`config.mk`:
```
export PLATFORM = sky130hd
export DESIGN_NAME = rim_top
export DESIGN_NICKNAME = d
export VERILOG_FILES = /design/src/design/_end.v /design/src/design/rim_top.v /design/src/design/rim_event_gate.v
export VERILOG_INCLUDE_DIRS = /design/src /design/src/design
export SDC_FILE = /design/constraint.sdc
export NUM_CORES = 1
export LEC_CHECK = 0
export BUFFER_PORTS_ARGS = -buffer_cell sky130_fd_sc_hd__clkbuf_2
export CAP_MARGIN = 10
export CORE_MARGIN = 2
export CORE_UTILIZATION = 55
export DETAILED_ROUTE_END_ITERATION = 16
export GPL_ROUTABILITY_DRIVEN = 0
export PLACE_DENSITY = 0.83
export SLEW_MARGIN = 30
export SYNTH_ARGS = -nofsm -noshare
export SYNTH_HDL_FRONTEND = slang
export SYNTH_SLANG_ARGS = --single-unit
```
`constraint.sdc`:
```
create_clock -name clk_i -period 3.45 [get_ports clk_i]
set_clock_uncertainty 0.1 [all_clocks]
set_input_delay 0.8625 -clock clk_i [delete_from_list [all_inputs] [get_ports clk_i]]
set_output_delay 0.8625 -clock clk_i [all_outputs]
set_load 0.05 [all_outputs]
```
`src/design/rim_consts.vh`:
```
// Constants for the regulator interrupt mask block
`ifndef RIM_CONSTS_VH
`define RIM_CONSTS_VH
`define RIM_ADDR_W 8
`define RIM_DATA_W 8
`define RIM_ADDR_RESET_MASK 8'h21
`define RIM_ADDR_CONV_MASK 8'h22
`define RIM_ADDR_LIN_MASK 8'h23
// Field positions within the converter, linear and reset-event masks
`define RIM_BIT_R1_FALL 7
`define RIM_BIT_R1_RISE 6
`define RIM_BIT_R1_CLIM 4
`define RIM_BIT_R0_FALL 3
`define RIM_BIT_R0_RISE 2
`define RIM_BIT_R0_CLIM 0
`define RIM_BIT_RESET_MASK 0
// Writable bits; reserved bits 5 and 1 stay zero
`define RIM_PAIR_WMASK 8'hdd
// Reset values
`define RIM_RST_RESET_MASK 8'h01
`define RIM_RST_CONV_MASK 8'hcc
`define RIM_RST_LIN_MASK 8'hcc
`define RIM_RD_UNMAPPED 8'h00
`endif

```
`src/design/_end.v`:
```
`timescale 1ns/1ns

```
`src/design/rim_top.v`:
```
// Regulator interrupt mask registers and event gating
`timescale 1ns/1ns
`include "rim_consts.vh"

// Timing hazards for users of this block:
// The reset-event mask takes its OTP value at the first edge after reset,
// so a host write landing on that same edge is lost.
// A read in the same cycle as a write to that register returns the old value.
// Raw copies reset to zero, so a detector already high at release
// counts as an event at the first edge after release.
// Set pulses and raw status copies leave this block; the flag registers live outside.
module rim_top
#(
	parameter AW = `RIM_ADDR_W,
	parameter DW = `RIM_DATA_W
)
(
	input wire clk_i, // Register clock
	input wire rst_n_i, // Async device reset, active low
	input wire [AW-1:0] reg_addr_i, // Register address from serial port
	input wire [DW-1:0] reg_wdata_i, // Write data
	input wire reg_we_i, // Write strobe, one cycle
	input wire reg_re_i, // Read strobe, one cycle
	output reg [DW-1:0] reg_rdata_o, // Read data, valid after read strobe
	input wire otp_reset_mask_i, // OTP value of reset-event mask
	input wire reset_evt_i, // Register-reset event pulse
	input wire conv0_pg_i, // Converter 0 power-good detect, 1 = invalid
	input wire conv0_climit_i, // Converter 0 current limit detect
	input wire conv1_pg_i, // Converter 1 power-good detect
	input wire conv1_climit_i, // Converter 1 current limit detect
	input wire lin0_pg_i, // Linear 0 power-good detect
	input wire lin0_climit_i, // Linear 0 current limit detect
	input wire lin1_pg_i, // Linear 1 power-good detect
	input wire lin1_climit_i, // Linear 1 current limit detect
	output reg reset_flag_set_o, // Register-reset flag set pulse
	output wire [3:0] pg_raw_o, // Raw pg: lin1,lin0,conv1,conv0
	output wire [3:0] climit_raw_o, // Raw climit, same order
	output wire [3:0] pg_flag_set_o, // Pg flag set pulses, same order
	output wire [3:0] climit_flag_set_o // Climit flag set pulses
);

	reg [DW-1:0] reset_event_mask_q;
	reg [DW-1:0] buck_event_mask_q;
	reg [DW-1:0] linear_reg_event_mask_q;
	reg otp_load_q;
	reg [DW-1:0] rdata_d;
	wire [3:0] pg_in;
	wire [3:0] climit_in;
	wire [3:0] fall_mask;
	wire [3:0] rise_mask;
	wire [3:0] climit_mask;
	wire wr_reset;
	wire wr_conv;
	wire wr_lin;

	assign wr_reset = reg_we_i & (reg_addr_i == `RIM_ADDR_RESET_MASK);
	assign wr_conv = reg_we_i & (reg_addr_i == `RIM_ADDR_CONV_MASK);
	assign wr_lin = reg_we_i & (reg_addr_i == `RIM_ADDR_LIN_MASK);

	// Reset-event mask: OTP reload one cycle after release
	// Async reset may only load a constant, so OTP is caught by clock
	always @(posedge clk_i or negedge rst_n_i)
	begin
		if (!rst_n_i)
		begin
			reset_event_mask_q <= `RIM_RST_RESET_MASK;
			otp_load_q <= 1'b1;
		end
		else if (otp_load_q)
		begin
			reset_event_mask_q[`RIM_BIT_RESET_MASK] <= otp_reset_mask_i;
			otp_load_q <= 1'b0;
		end
		else if (wr_reset)
		begin
			reset_event_mask_q <= reg_wdata_i;
		end
	end

	// Converter and linear masks; reserved bits never stored
	always @(posedge clk_i or negedge rst_n_i)
	begin
		if (!rst_n_i)
		begin
			buck_event_mask_q <= `RIM_RST_CONV_MASK;
			linear_reg_event_mask_q <= `RIM_RST_LIN_MASK;
		end
		else
		begin
			if (wr_conv)
			begin
				buck_event_mask_q <= reg_wdata_i & `RIM_PAIR_WMASK;
			end
			if (wr_lin)
			begin
				linear_reg_event_mask_q <= reg_wdata_i & `RIM_PAIR_WMASK;
			end
		end
	end

	// Read mux; unmapped addresses return zero
	always @*
	begin
		case (reg_addr_i)
			`RIM_ADDR_RESET_MASK: rdata_d = reset_event_mask_q;
			`RIM_ADDR_CONV_MASK: rdata_d = buck_event_mask_q;
			`RIM_ADDR_LIN_MASK: rdata_d = linear_reg_event_mask_q;
			default: rdata_d = `RIM_RD_UNMAPPED;
		endcase
	end

	// Registered read data, held until next read
	always @(posedge clk_i or negedge rst_n_i)
	begin
		if (!rst_n_i)
		begin
			reg_rdata_o <= `RIM_RD_UNMAPPED;
		end
		else if (reg_re_i)
		begin
			reg_rdata_o <= rdata_d;
		end
	end

	// Register-reset event gating
	always @(posedge clk_i or negedge rst_n_i)
	begin
		if (!rst_n_i)
		begin
			reset_flag_set_o <= 1'b0;
		end
		else
		begin
			reset_flag_set_o <= reset_evt_i
				& ~reset_event_mask_q[`RIM_BIT_RESET_MASK];
		end
	end

	// Per-regulator mask selection: index 0,1 converters, 2,3 linear
	assign pg_in = {lin1_pg_i, lin0_pg_i, conv1_pg_i, conv0_pg_i};
	assign climit_in = {lin1_climit_i, lin0_climit_i,
		conv1_climit_i, conv0_climit_i};
	assign fall_mask = {linear_reg_event_mask_q[`RIM_BIT_R1_FALL],
		linear_reg_event_mask_q[`RIM_BIT_R0_FALL],
		buck_event_mask_q[`RIM_BIT_R1_FALL],
		buck_event_mask_q[`RIM_BIT_R0_FALL]};
	assign rise_mask = {linear_reg_event_mask_q[`RIM_BIT_R1_RISE],
		linear_reg_event_mask_q[`RIM_BIT_R0_RISE],
		buck_event_mask_q[`RIM_BIT_R1_RISE],
		buck_event_mask_q[`RIM_BIT_R0_RISE]};
	assign climit_mask = {linear_reg_event_mask_q[`RIM_BIT_R1_CLIM],
		linear_reg_event_mask_q[`RIM_BIT_R0_CLIM],
		buck_event_mask_q[`RIM_BIT_R1_CLIM],
		buck_event_mask_q[`RIM_BIT_R0_CLIM]};

	// One gate per regulator, named so each path is easy to find
	// Converter 0
	rim_event_gate u_conv0_gate
	(
		.clk_i(clk_i),
		.rst_n_i(rst_n_i),
		.pg_raw_i(pg_in[0]),
		.climit_raw_i(climit_in[0]),
		.fall_mask_i(fall_mask[0]),
		.rise_mask_i(rise_mask[0]),
		.climit_mask_i(climit_mask[0]),
		.pg_raw_o(pg_raw_o[0]),
		.climit_raw_o(climit_raw_o[0]),
		.pg_flag_set_o(pg_flag_set_o[0]),
		.climit_flag_set_o(climit_flag_set_o[0])
	);

	// Converter 1
	rim_event_gate u_conv1_gate
	(
		.clk_i(clk_i),
		.rst_n_i(rst_n_i),
		.pg_raw_i(pg_in[1]),
		.climit_raw_i(climit_in[1]),
		.fall_mask_i(fall_mask[1]),
		.rise_mask_i(rise_mask[1]),
		.climit_mask_i(climit_mask[1]),
		.pg_raw_o(pg_raw_o[1]),
		.climit_raw_o(climit_raw_o[1]),
		.pg_flag_set_o(pg_flag_set_o[1]),
		.climit_flag_set_o(climit_flag_set_o[1])
	);

	// Linear regulator 0
	rim_event_gate u_lin0_gate
	(
		.clk_i(clk_i),
		.rst_n_i(rst_n_i),
		.pg_raw_i(pg_in[2]),
		.climit_raw_i(climit_in[2]),
		.fall_mask_i(fall_mask[2]),
		.rise_mask_i(rise_mask[2]),
		.climit_mask_i(climit_mask[2]),
		.pg_raw_o(pg_raw_o[2]),
		.climit_raw_o(climit_raw_o[2]),
		.pg_flag_set_o(pg_flag_set_o[2]),
		.climit_flag_set_o(climit_flag_set_o[2])
	);

	// Linear regulator 1
	rim_event_gate u_lin1_gate
	(
		.clk_i(clk_i),
		.rst_n_i(rst_n_i),
		.pg_raw_i(pg_in[3]),
		.climit_raw_i(climit_in[3]),
		.fall_mask_i(fall_mask[3]),
		.rise_mask_i(rise_mask[3]),
		.climit_mask_i(climit_mask[3]),
		.pg_raw_o(pg_raw_o[3]),
		.climit_raw_o(climit_raw_o[3]),
		.pg_flag_set_o(pg_flag_set_o[3]),
		.climit_flag_set_o(climit_flag_set_o[3])
	);

endmodule

```
`src/design/rim_event_gate.v`:
```
// Event detection and mask gating for one regulator
`timescale 1ns/1ns
module rim_event_gate
(
	input wire clk_i, // Register clock
	input wire rst_n_i, // Async reset, active low
	input wire pg_raw_i, // Detected power-good condition, 1 = invalid
	input wire climit_raw_i, // Detected current limit, 1 = active
	input wire fall_mask_i, // Invalid-detection mask
	input wire rise_mask_i, // Valid-detection mask
	input wire climit_mask_i, // Current-limit mask
	output reg pg_raw_o, // Raw power-good status
	output reg climit_raw_o, // Raw current-limit status
	output reg pg_flag_set_o, // Power-good flag set pulse
	output reg climit_flag_set_o // Current-limit flag set pulse
);

	wire pg_invalid_evt;
	wire pg_valid_evt;
	wire climit_evt;

	// Edges taken against the registered raw copy
	assign pg_invalid_evt = pg_raw_i & ~pg_raw_o;
	assign pg_valid_evt = ~pg_raw_i & pg_raw_o;
	assign climit_evt = climit_raw_i & ~climit_raw_o;

	// Raw status ignores masks; flags gated at detection time only
	always @(posedge clk_i or negedge rst_n_i)
	begin
		if (!rst_n_i)
		begin
			pg_raw_o <= 1'b0;
			climit_raw_o <= 1'b0;
			pg_flag_set_o <= 1'b0;
			climit_flag_set_o <= 1'b0;
		end
		else
		begin
			pg_raw_o <= pg_raw_i;
			climit_raw_o <= climit_raw_i;
			// No memory of masked events, so unmasking later raises nothing
			pg_flag_set_o <= (pg_invalid_evt & ~fall_mask_i)
				| (pg_valid_evt & ~rise_mask_i);
			climit_flag_set_o <= climit_evt & ~climit_mask_i;
		end
	end

endmodule

```
---- Word-level counts from Yosys, hierarchy flattened ----
Cells that the tools add are included.
storage, ports and cells
  bits in registers ....................... 46
  bits of input ports ..................... 30
  output and inout bits ................... 25
  logic and storage cells ................. 89
operators by class
  equality and inequality tests ........... 3
  muxes and demuxes ....................... 3
  bitwise logic cells ..................... 58
  reduce and logical (&&, ||, !) cells .... 2
operator list
  kind                                           number
  bitwise AND 1 bit                              28
  inverter 1 bit                                 26
  == test 8 x 6 -> 1 bit, second input constant  3
  case mux 8 bit (3 select lines)                1
  bitwise OR 1 bit                               4
  two-way mux 1 bit                              2
  AND reduction 2 bit                            1
  nonzero test 2 bit                             1

---- Logic depth before layout (Yosys ltp) ----
Gate-level depths: netlist (run 1).
  depth in word-level cells ............... 4
  gate-level depth with buffers ........... 4
  depth with buffers taken out ............ 3

---- Cells and area by module ----
Synthesis (run 1) repeated with hierarchy kept, for this count alone.
second synthesis, totals
  cells, all modules ...................... 132
  area total of the unflattened synthesis .. 1868.0 um^2
by module, submodules not included
  module          times used  cells each  area an instance (um^2)  sequential area each (um^2)
  rim_top         1           100         1342.5                   763.2
  rim_event_gate  4           8           131.4                    100.1

---- Worst setup path before layout (run 1) ----
Ideal clock, no wire load.
  kind .................................... input to register
  start point ............................. in reg_addr_i[3]
  end point ............................... reg buck_event_mask_q[0]
  arrival time ............................ 1948 ps
  data required time ...................... 3225 ps
  slack ................................... 1278 ps
  cell stages on the path ................. 4
  cells stage by stage .................... nor4b_4 -> and4_2 -> buf_6 -> mux2_2
between the ends
  word-level cells in the longest chain between the ends .. 2
RTL lines
  element                 RTL line      source
  start, declared         rim_top.v:20  input wire [AW-1:0] reg_addr_i,
  == test 8 x 6 -> 1 bit  n/a
  bitwise AND 1 bit       rim_top.v:57  assign wr_conv = reg_we_i & (reg_addr_i == `RIM_ADDR_CONV_MASK);
  end signal, assigned    rim_top.v:85  buck_event_mask_q <= `RIM_RST_CONV_MASK;
  end signal, assigned    rim_top.v:92  buck_event_mask_q <= reg_wdata_i & `RIM_PAIR_WMASK;
  end, declared           rim_top.v:43  reg [DW-1:0] buck_event_mask_q;
Every way passes these cells.
A chain may end at the register's enable or synchronous reset.

---- Worst setup path in the final report (run 1) ----
  start point ............................. in reg_addr_i[1]
  end point ............................... reg buck_event_mask_q[0]
Same word-level chain as after synthesis.

==> results of run 1 <==
per-stage QoR:
step                      util [%]  setup slack (ps)  area (µm²)  hold WS, ps  total power, mW
after floorplan                  -              1278        1996        308.5           0.6796
after global placement       63.44              1017        2167        315.6           0.7111
after detailed placement     63.52             968.4        2170        325.1           0.7160
after CTS                    65.05              1333        2222        343.9           0.9515
after global routing         65.05              1288        2222        367.4           0.9941
final                        65.05              1284        2222        341.3           0.9397
state kept, by name (all words and copies together), names as in the netlist, 6 cells and up:
name and count:
buck_event_mask_q 6, reset_event_mask_q 8, reg_rdata_o 8, linear_reg_event_mask_q 6
layer usage:
| layer | global-route usage, % | vias up |
|---|---|---|
| met5 | 0 | - |
| met4 | 5.585 | 0 |
| met3 | 6.514 | 5 |
| met2 | 32.42 | 40 |
| met1 | 24.49 | 614 |
| li1 | - | 605 |
cells in the final DEF, fill, tap and decap left out:
cell / netlist / routed
inv_1: 9 / 9
dfrtp_1: 36 / 36
o2111ai_1: 1 / 1
nor2_1: 5 / 5
mux2_2: 25 / 25
nand4_2: 1 / 1
clkbuf_1: 1 / 2
nand4_1: 1 / 1
clkinvlp_4: 0 / 1
nor4b_4: 1 / 1
nor4bb_1: 1 / 1
o22ai_1: 8 / 8
nor3b_1: 5 / 5
o21ai_0: 4 / 4
nand2_1: 6 / 6
a41o_2: 1 / 1
and2_1: 2 / 2
nand3_1: 1 / 1
conb_1: 1 / 1
clkbuf_2: 0 / 53
dfstp_2: 10 / 10
a22oi_1: 6 / 6
nand2b_1: 4 / 4
and4_2: 2 / 2
a31o_2: 1 / 1
clkbuf_4: 0 / 6
nor2b_1: 3 / 3
how the worst max path moves through the flow:
stage / from / slack (ps) / depth (start not counted) / to
global placement: reg_addr_i[1] / 1020 / 4 / buck_event_mask_q[0]$_DFFE_PN0P_
global route: reg_addr_i[1] / 1290 / 4 / buck_event_mask_q[0]$_DFFE_PN0P_
floorplan: reg_addr_i[3] / 1280 / 4 / buck_event_mask_q[0]$_DFFE_PN0P_
finish: reg_addr_i[1] / 1280 / 4 / buck_event_mask_q[0]$_DFFE_PN0P_
CTS: reg_addr_i[1] / 1330 / 4 / buck_event_mask_q[0]$_DFFE_PN0P_
detailed placement: reg_addr_i[1] / 970 / 4 / buck_event_mask_q[4]$_DFFE_PN0P_
critical path, cell delays in order:
cell and delay, ps:
clkbuf_2 230, nor2b_1 460, and4_2 400, mux2_2 350
power by group:
group | total, mW | internal (mW) | switching (mW)
registers | 0.579 | 0.566 | 0.0131
logic | 0.125 | 0.0410 | 0.0839
clock network | 0.235 | 0.0806 | 0.155
cell families after synthesis:
family	count (synthesis)	synth area share, %
other	1	0.1879
multiplexers	25	14.11
flip-flops	46	58.31
AO/OA/AOI/OAI	21	7.210
buffers and inverters	30	9.530
AND/OR/NAND/NOR	32	10.66
final cells by class:
type                            instances  area [µm²]
Fill cell                             286        1194
Sequential cell                        46        1164
Multi-Input combinational cell         79       641.9
Timing Repair Buffer                   54       272.8
Tap cell                               46       57.56
Clock buffer                            7       45.04
Inverter                                9       33.78
Clock inverter                          1       7.507
==> results.tsv, run 1 <==
stage	metric	value	unit
timing	Worst-Margin Slew	607.1	ps
cells_and_area	Post-Layout Cell Count	242	
yosys	top-count cell post-synth	dfrtp_1	
global_route	largest net degree at the start of global routing	47	
timing	fin. max-slew vios	0	
route	drt wl/cell	14.37	µm
route	DR top layer	met4	
floorplanning	Starting Density	58.42	%
hold_path	Worst Hold Class	reg2reg	
setup_path	CP Class	in2reg	
clock_tree	Hold Buf Count CTS	0	
timing	Fin. Hold Viols	0	
timing	setup TNS	0	ps
setup_path	startpoint type of the worst setup path	primary input	
setup_path	Req. time, crit path	3600	ps
floorplanning	Die W	64.24	µm
floorplanning	die span in y	64.24	µm
floorplanning	Core Rows	21	
floorplanning	core area	3416	µm²
clock_tree	Clock Path Buffers	2	
timing	Max Clock Freq	0.4617	GHz
timing	relative slew slack	59.49	%
cells_and_area	# nets final	225	
route	vias per cell	5.223	
route	Detailed Route WL	3478	µm
clock_tree	CTS tree	built	
yosys	sequential share of the synthesized area	58.31	%
timing	final worst path period need	2166	ps
floorplanning	num ports	55	
route	TritonRoute pass-1 iters	4	
route	met3 WL post-DR	203	µm
yosys	Synth area leaders	dfrtp_1 45%, mux2_2 14%, dfstp_2 13%, buf_4 6.0%, o22ai_1 2.5%	
setup_path	crit-path max FO	12	
floorplanning	die area	4126	µm²
hold_path	hold path endpoint	u_lin0_gate.climit_flag_set_o$_DFF_PN0_	
setup_path	Arrival @ worst endpoint	2310	ps
yosys	area leader, netlist	dfrtp_1	
setup_path	flop-to-flop setup slack	1990	ps
setup_path	worst reg2reg path depth	3	
clock_tree	worst-skew pair later-pin latency	350	ps
yosys	synthesized flop and latch total	46	
clock_tree	post-CTS resize count	0	
yosys	Yosys top cell area share	45.14	%
route	Iteration-0 DRC Markers	27	
clock_tree	clock sinks	46	
placement	IO Port Bufs	54	
placement	Cells after DPL	234	
clock_tree	CTS buffer count	5	
route	met2 WL	1751	µm
route	total number of vias	1264	
global_route	first-pass GRT wire length	6009	µm
yosys	most instantiated cells after synthesis	36 x dfrtp_1, 25 x mux2_2, 16 x buf_4, 10 x dfstp_2, 9 x inv_1	
cells_and_area	P&R area growth vs syn	11.35	%
yosys	syn nets	185	
power	Pleak	1.084	nW
setup_path	Critical R2R Capture	reset_event_mask_q[3]$_DFFE_PN0P_	
cells_and_area	Ant. Diodes	0	
clock_tree	postcts setup bufs	0	
hold_path	WHS Path Cells	1	
route	Metal-1 WL	1474	µm
timing	RSZ-0062 raised after global routing	no	
global_route	vias in the first global route	1301	
global_route	initial antenna violation count	0	
hold_path	startpoint of the worst hold path	u_lin0_gate.climit_raw_o$_DFF_PN0_	
setup_path	FF-to-FF Start	otp_load_q$_DFF_PN1_	
run	total of max-cap violations	0	
power	P per Cell Area	422.9	nW/µm²
timing	number of setup violations in the final report	0	
route	residual DRC count	0	
clock_tree	root buffer cell	clkbuf_4	
clock_tree	H-tree depth	2	
yosys	Top FF cell, synth	dfrtp_1	
global_route	Total Routing Usage GR	19.54	%
clock_tree	clk slew on worst S/H paths	120	ps
setup_path	Setup crit end kind	flip-flop	
global_route	global route overflow	0	
cells_and_area	share of post-route cells with drive strength above 1	51.53	%
yosys	Synth Instances	155	
yosys	FFs w/ async S/R, synth	100.0	%
timing	fin crit share	62.78	%
route	antenna-violating nets left	0	
yosys	yosys warns	0	
power	Max VDD drop	0.2718	mV
placement	HPWL after DPL	2658	µm
yosys	Mean Syn Cell Area	12.88	µm²
yosys	Netlist cell types	27	
yosys	Post-synth EDFFs	0	
yosys	synthesized area	1996	µm²
status	status	complete, no violations	
(Power assumes the default switching activity.)
==> run 2, diff against run 1 <==
CORE_UTILIZATION = 46   (was 55)
PLACE_DENSITY = 0.74   (was 0.83)
clock period = 1.8 ns   (was 3.45 ns; I/O delays follow)
==> results.tsv, run 2 (same netlist as run 1, synthesis figures left out) <==
stage	metric	value	unit
global_route	largest net degree at the start of global routing	47	
cells_and_area	P&R area growth vs syn	18.18	%
global_route	Total Routing Usage GR	17.48	%
timing	number of setup violations in the final report	0	
status	status	complete, no violations	
route	drt wl/cell	14.35	µm
global_route	Top Usage Layer GRT	met2	
route	Detailed Route WL	3687	µm
global_route	initial antenna violation count	0	
cells_and_area	# nets final	236	
clock_tree	CTS buffer count	5	
power	P per Cell Area	848.1	nW/µm²
route	antenna-violating nets left	0	
cells_and_area	most common cell after layout, fill and taps aside	clkbuf_2	
floorplanning	die span in y	69.87	µm
setup_path	Req. time, crit path	1890	ps
setup_path	Arrival @ worst endpoint	1630	ps
floorplanning	Core Rows	23	
run	total of max-cap violations	0	
hold_path	Worst Hold Class	in2async	
timing	Max Clock Freq	0.6487	GHz
floorplanning	Die W	69.87	µm
global_route	met2 Track Usage GR	28.78	%
power	Pleak	1.163	nW
timing	fin worst setup slack	258.5	ps
floorplanning	num ports	55	
setup_path	Setup crit end kind	flip-flop	
setup_path	worst reg2reg path depth	4	
clock_tree	Clock Path Buffers	2	
global_route	first-pass GRT wire length	6644	µm
cells_and_area	Post-Layout Cell Count	257	
clock_tree	post-CTS resize count	0	
clock_tree	postcts setup bufs	0	
cells_and_area	share of post-route cells with drive strength above 1	54.59	%
cells_and_area	Final Util	57.72	%
global_route	met1 global-route usage	21.75	%
setup_path	Crit path max-delay family	simple AND/OR/NAND/NOR gates	
timing	fin. max-slew vios	0	
timing	final worst path period need	1541	ps
route	vias per cell	5.035	
clock_tree	CTS tree	built	
setup_path	CP Class	in2reg	
setup_path	flop-to-flop setup slack	390	ps
cells_and_area	Finished Cell Area	2359	µm²
clock_tree	clock sinks	46	
placement	HPWL after DPL	2684	µm
cells_and_area	fillers	365	
setup_path	Crit path largest cell delay	390	ps
placement	Cells after DPL	249	
setup_path	WP buf/inv	1	
route	residual DRC count	0	
global_route	global route overflow	0	
setup_path	crit-path max FO	6	
cells_and_area	highest-count cells in the layout ignoring fill and taps	54 x clkbuf_2, 36 x dfrtp_1, 25 x mux2_2	
setup_path	FF-to-FF Start	otp_load_q$_DFF_PN1_	
placement	Post-DP Area	2267	µm²
setup_path	Critical R2R Capture	reset_event_mask_q[5]$_DFFE_PN0P_	
cells_and_area	Ant. Diodes	0	
clock_tree	Hold Buf Count CTS	0	
placement	IO Port Bufs	54	
timing	fin crit share	85.64	%
global_route	vias in the first global route	1444	
setup_path	slowest CP cell	and4_2	
global_route	grt met3 use	5.339	%
route	total number of vias	1294	
floorplanning	core area	4086	µm²
placement	pre-CTS setup slack	-54.82	ps
cells_and_area	multi-input combinational cell area	641.9	µm²
setup_path	startpoint type of the worst setup path	primary input	
cells_and_area	biggest registers after layout	reg_rdata_o (8), reset_event_mask_q (8)	
clock_tree	worst-skew pair later-pin latency	300	ps
route	Iteration-0 DRC Markers	26	
cells_and_area	total area of sequential cells	1164	µm²
timing	Fin. Hold Viols	0	
floorplanning	Starting Density	48.84	%
clock_tree	H-tree depth	2	
timing	RSZ-0062 raised after global routing	no	
clock_tree	clk slew on worst S/H paths	80	ps
route	TritonRoute pass-1 iters	3	
setup_path	crit-path cells	clkbuf_2, nor4b_4, and4_2, mux2_2	
clock_tree	root buffer cell	clkbuf_8	
floorplanning	die area	4881	µm²
power	total power	2.000	mW
power	Max VDD drop	0.5712	mV
-- run 2: how the worst max path moves through the flow --
stage	to	cells after the start	slack (ps)	from
floorplan	buck_event_mask_q[0]$_DFFE_PN0P_	4	40	reg_addr_i[3]
global route	buck_event_mask_q[4]$_DFFE_PN0P_	4	190	reg_addr_i[3]
CTS	pg_raw_o[2]	1	260	u_lin0_gate.pg_raw_o$_DFF_PN0_
detailed placement	buck_event_mask_q[4]$_DFFE_PN0P_	4	-50	reg_addr_i[3]
global placement	buck_event_mask_q[0]$_DFFE_PN0P_	4	-20	reg_addr_i[3]
finish	linear_reg_event_mask_q[0]$_DFFE_PN0P_	4	260	reg_addr_i[3]
-- run 2: layout make-up --
type	instances	share of cell area, %
Timing Repair Buffer	65	15.49
Tap cell	50	2.653
Clock inverter	1	0.2122
Clock buffer	7	3.660
Sequential cell	46	49.34
Multi-Input combinational cell	79	27.21
Inverter	9	1.432
-- run 2: per-layer routing --
layer / up-vias / routed length (µm)
li1: 629 / -
met5: - / 0
met1: 624 / 1637
met4: 0 / 57
met2: 36 / 1775
met3: 5 / 217
-- run 2: power by group --
group	internal [mW]	switching [mW]
Combinational	0.0911	0.165
Sequential	1.08	0.0238
Clock	0.310	0.326
-- run 2: metrics by stage --
| stage | setup TNS, ps | hold slack, ps |
|---|---|---|
| floorplan | 0 | 54.41 |
| global placement | -117.3 | 315.0 |
| detailed placement | -408.1 | 319.9 |
| CTS | 0 | 21.78 |
| global route | 0 | 35.11 |
| finish | 0 | 15.46 |
==> run 3, diff against run 2 <==
CORE_UTILIZATION = 51   (was 46)
PLACE_DENSITY = 0.78   (was 0.74)
clock period = 1.7 ns   (was 1.8 ns; I/O delays follow)
==> results.tsv, run 3 (same netlist as run 1, synthesis figures left out) <==
stage	metric	value	unit
clock_tree	post-CTS resize count	0	
cells_and_area	total area of sequential cells	1164	µm²
timing	final worst path period need	1523	ps
clock_tree	Hold Buf Count CTS	0	
hold_path	Worst Hold Class	in2async	
timing	Fin. Hold Viols	5	
global_route	global route overflow	0	
setup_path	crit-path max FO	6	
setup_path	Setup crit end kind	flip-flop	
cells_and_area	Final Util	63.87	%
clock_tree	postcts setup bufs	0	
setup_path	Critical R2R Capture	reset_event_mask_q[2]$_DFFE_PN0P_	
route	Iteration-0 DRC Markers	45	
clock_tree	clock sinks	46	
route	residual DRC count	0	
cells_and_area	fillers	300	
cells_and_area	most common cell after layout, fill and taps aside	clkbuf_2	
global_route	Total Routing Usage GR	19.44	%
placement	IO Port Bufs	54	
global_route	vias in the first global route	1357	
clock_tree	Clock Path Buffers	2	
cells_and_area	biggest registers after layout	reg_rdata_o (8), reset_event_mask_q (8)	
route	total number of vias	1322	
setup_path	CP Class	in2reg	
cells_and_area	share of post-route cells with drive strength above 1	53.66	%
power	total power	2.235	mW
setup_path	flop-to-flop setup slack	250	ps
route	vias per cell	5.225	
setup_path	startpoint type of the worst setup path	primary input	
status	failing checks	negative hold slack	
power	Pleak	1.164	nW
clock_tree	clk slew on worst S/H paths	80	ps
cells_and_area	highest-count cells in the layout ignoring fill and taps	54 x clkbuf_2, 36 x dfrtp_1, 21 x mux2_2	
power	Max VDD drop	0.4978	mV
timing	number of setup violations in the final report	0	
clock_tree	root buffer cell	clkbuf_8	
route	TritonRoute pass-1 iters	4	
floorplanning	num ports	55	
power	P per Cell Area	941.6	nW/µm²
clock_tree	H-tree depth	2	
placement	HPWL after DPL	2817	µm
floorplanning	core area	3716	µm²
timing	hold_ws	-9.161	ps
timing	setup TNS	0	ps
timing	Max Clock Freq	0.6565	GHz
route	Detailed Route WL	3788	µm
setup_path	crit path from	reg_addr_i[4]	
clock_tree	CTS tree	built	
floorplanning	die area	4430	µm²
cells_and_area	# nets final	234	
timing	RSZ-0062 raised after global routing	no	
cells_and_area	P&R area growth vs syn	18.93	%
timing	fin. max-slew vios	0	
floorplanning	Core Rows	22	
setup_path	Arrival @ worst endpoint	1600	ps
timing	fin crit share	89.60	%
cells_and_area	Ant. Diodes	0	
route	antenna-violating nets left	0	
setup_path	FF-to-FF Start	otp_load_q$_DFF_PN1_	
floorplanning	Die W	66.56	µm
clock_tree	CTS buffer count	5	
global_route	first-pass GRT wire length	6292	µm
status	status	complete, but fails checks	
run	total of max-cap violations	0	
setup_path	worst reg2reg path depth	4	
clock_tree	worst-skew pair later-pin latency	290	ps
global_route	initial antenna violation count	0	
setup_path	Req. time, crit path	1780	ps
floorplanning	die span in y	66.56	µm
route	drt wl/cell	14.97	µm
global_route	largest net degree at the start of global routing	47	
floorplanning	Starting Density	53.70	%
cells_and_area	multi-input combinational cell area	659.4	µm²
[run 3: power by group]
part	internal, mW	switching (mW)	leakage [nW]
Combinational	0.0984	0.176	0.538
Sequential	1.15	0.0268	0.573
Clock	0.440	0.345	0.0524
Total	1.69	0.548	1.16
[run 3: worst max-delay path by stage]
stage | end | cells past startpoint
after floorplan | buck_event_mask_q[0]$_DFFE_PN0P_ | 4
after global placement | buck_event_mask_q[0]$_DFFE_PN0P_ | 4
after detailed placement | buck_event_mask_q[2]$_DFFE_PN1P_ | 4
after CTS | buck_event_mask_q[2]$_DFFE_PN1P_ | 4
after global routing | buck_event_mask_q[2]$_DFFE_PN1P_ | 4
final | linear_reg_event_mask_q[4]$_DFFE_PN0P_ | 4
[run 3: area by class of cell]
| class | count | share of cell area [%] |
|---|---|---|
| Clock buffer | 7 | 3.216 |
| Timing Repair Buffer | 63 | 14.76 |
| Clock inverter | 1 | 1.265 |
| Multi-Input combinational cell | 79 | 27.78 |
| Sequential cell | 46 | 49.02 |
| Inverter | 9 | 1.423 |
| Tap cell | 48 | 2.530 |
[run 3: critical path, cell delays in order]
cell,delay (ps)
clkbuf_2,100
nor4b_4,400
and4_4,360
mux2_4,320
[run 3: stage by stage]
| stage | hold slack [ps] | setup WS (ps) | std cells | area, µm² |
|---|---|---|---|---|
| 2_1_floorplan | 29.41 | -18.20 | 155 | 2013 |
| 3_3_place_gp | 318.9 | -80.20 | 245 | 2267 |
| 3_5_place_dp | 322.9 | -147.9 | 245 | 2267 |
| 4_1_cts | 6.716 | 172.4 | 253 | 2374 |
| 5_1_grt | 13.39 | 116.6 | 253 | 2374 |
| 6_report | -9.161 | 176.8 | 253 | 2374 |
[run 3: metal layers]
metal | part of all wire [%] | vias up | GRT usage [%]
li1 | - | 625 | -
met1 | 43 | 650 | 23.86
met2 | 50 | 41 | 33.25
met3 | 5.3 | 6 | 4.899
met4 | 1.3 | 0 | 6.633
met5 | 0 | - | 0
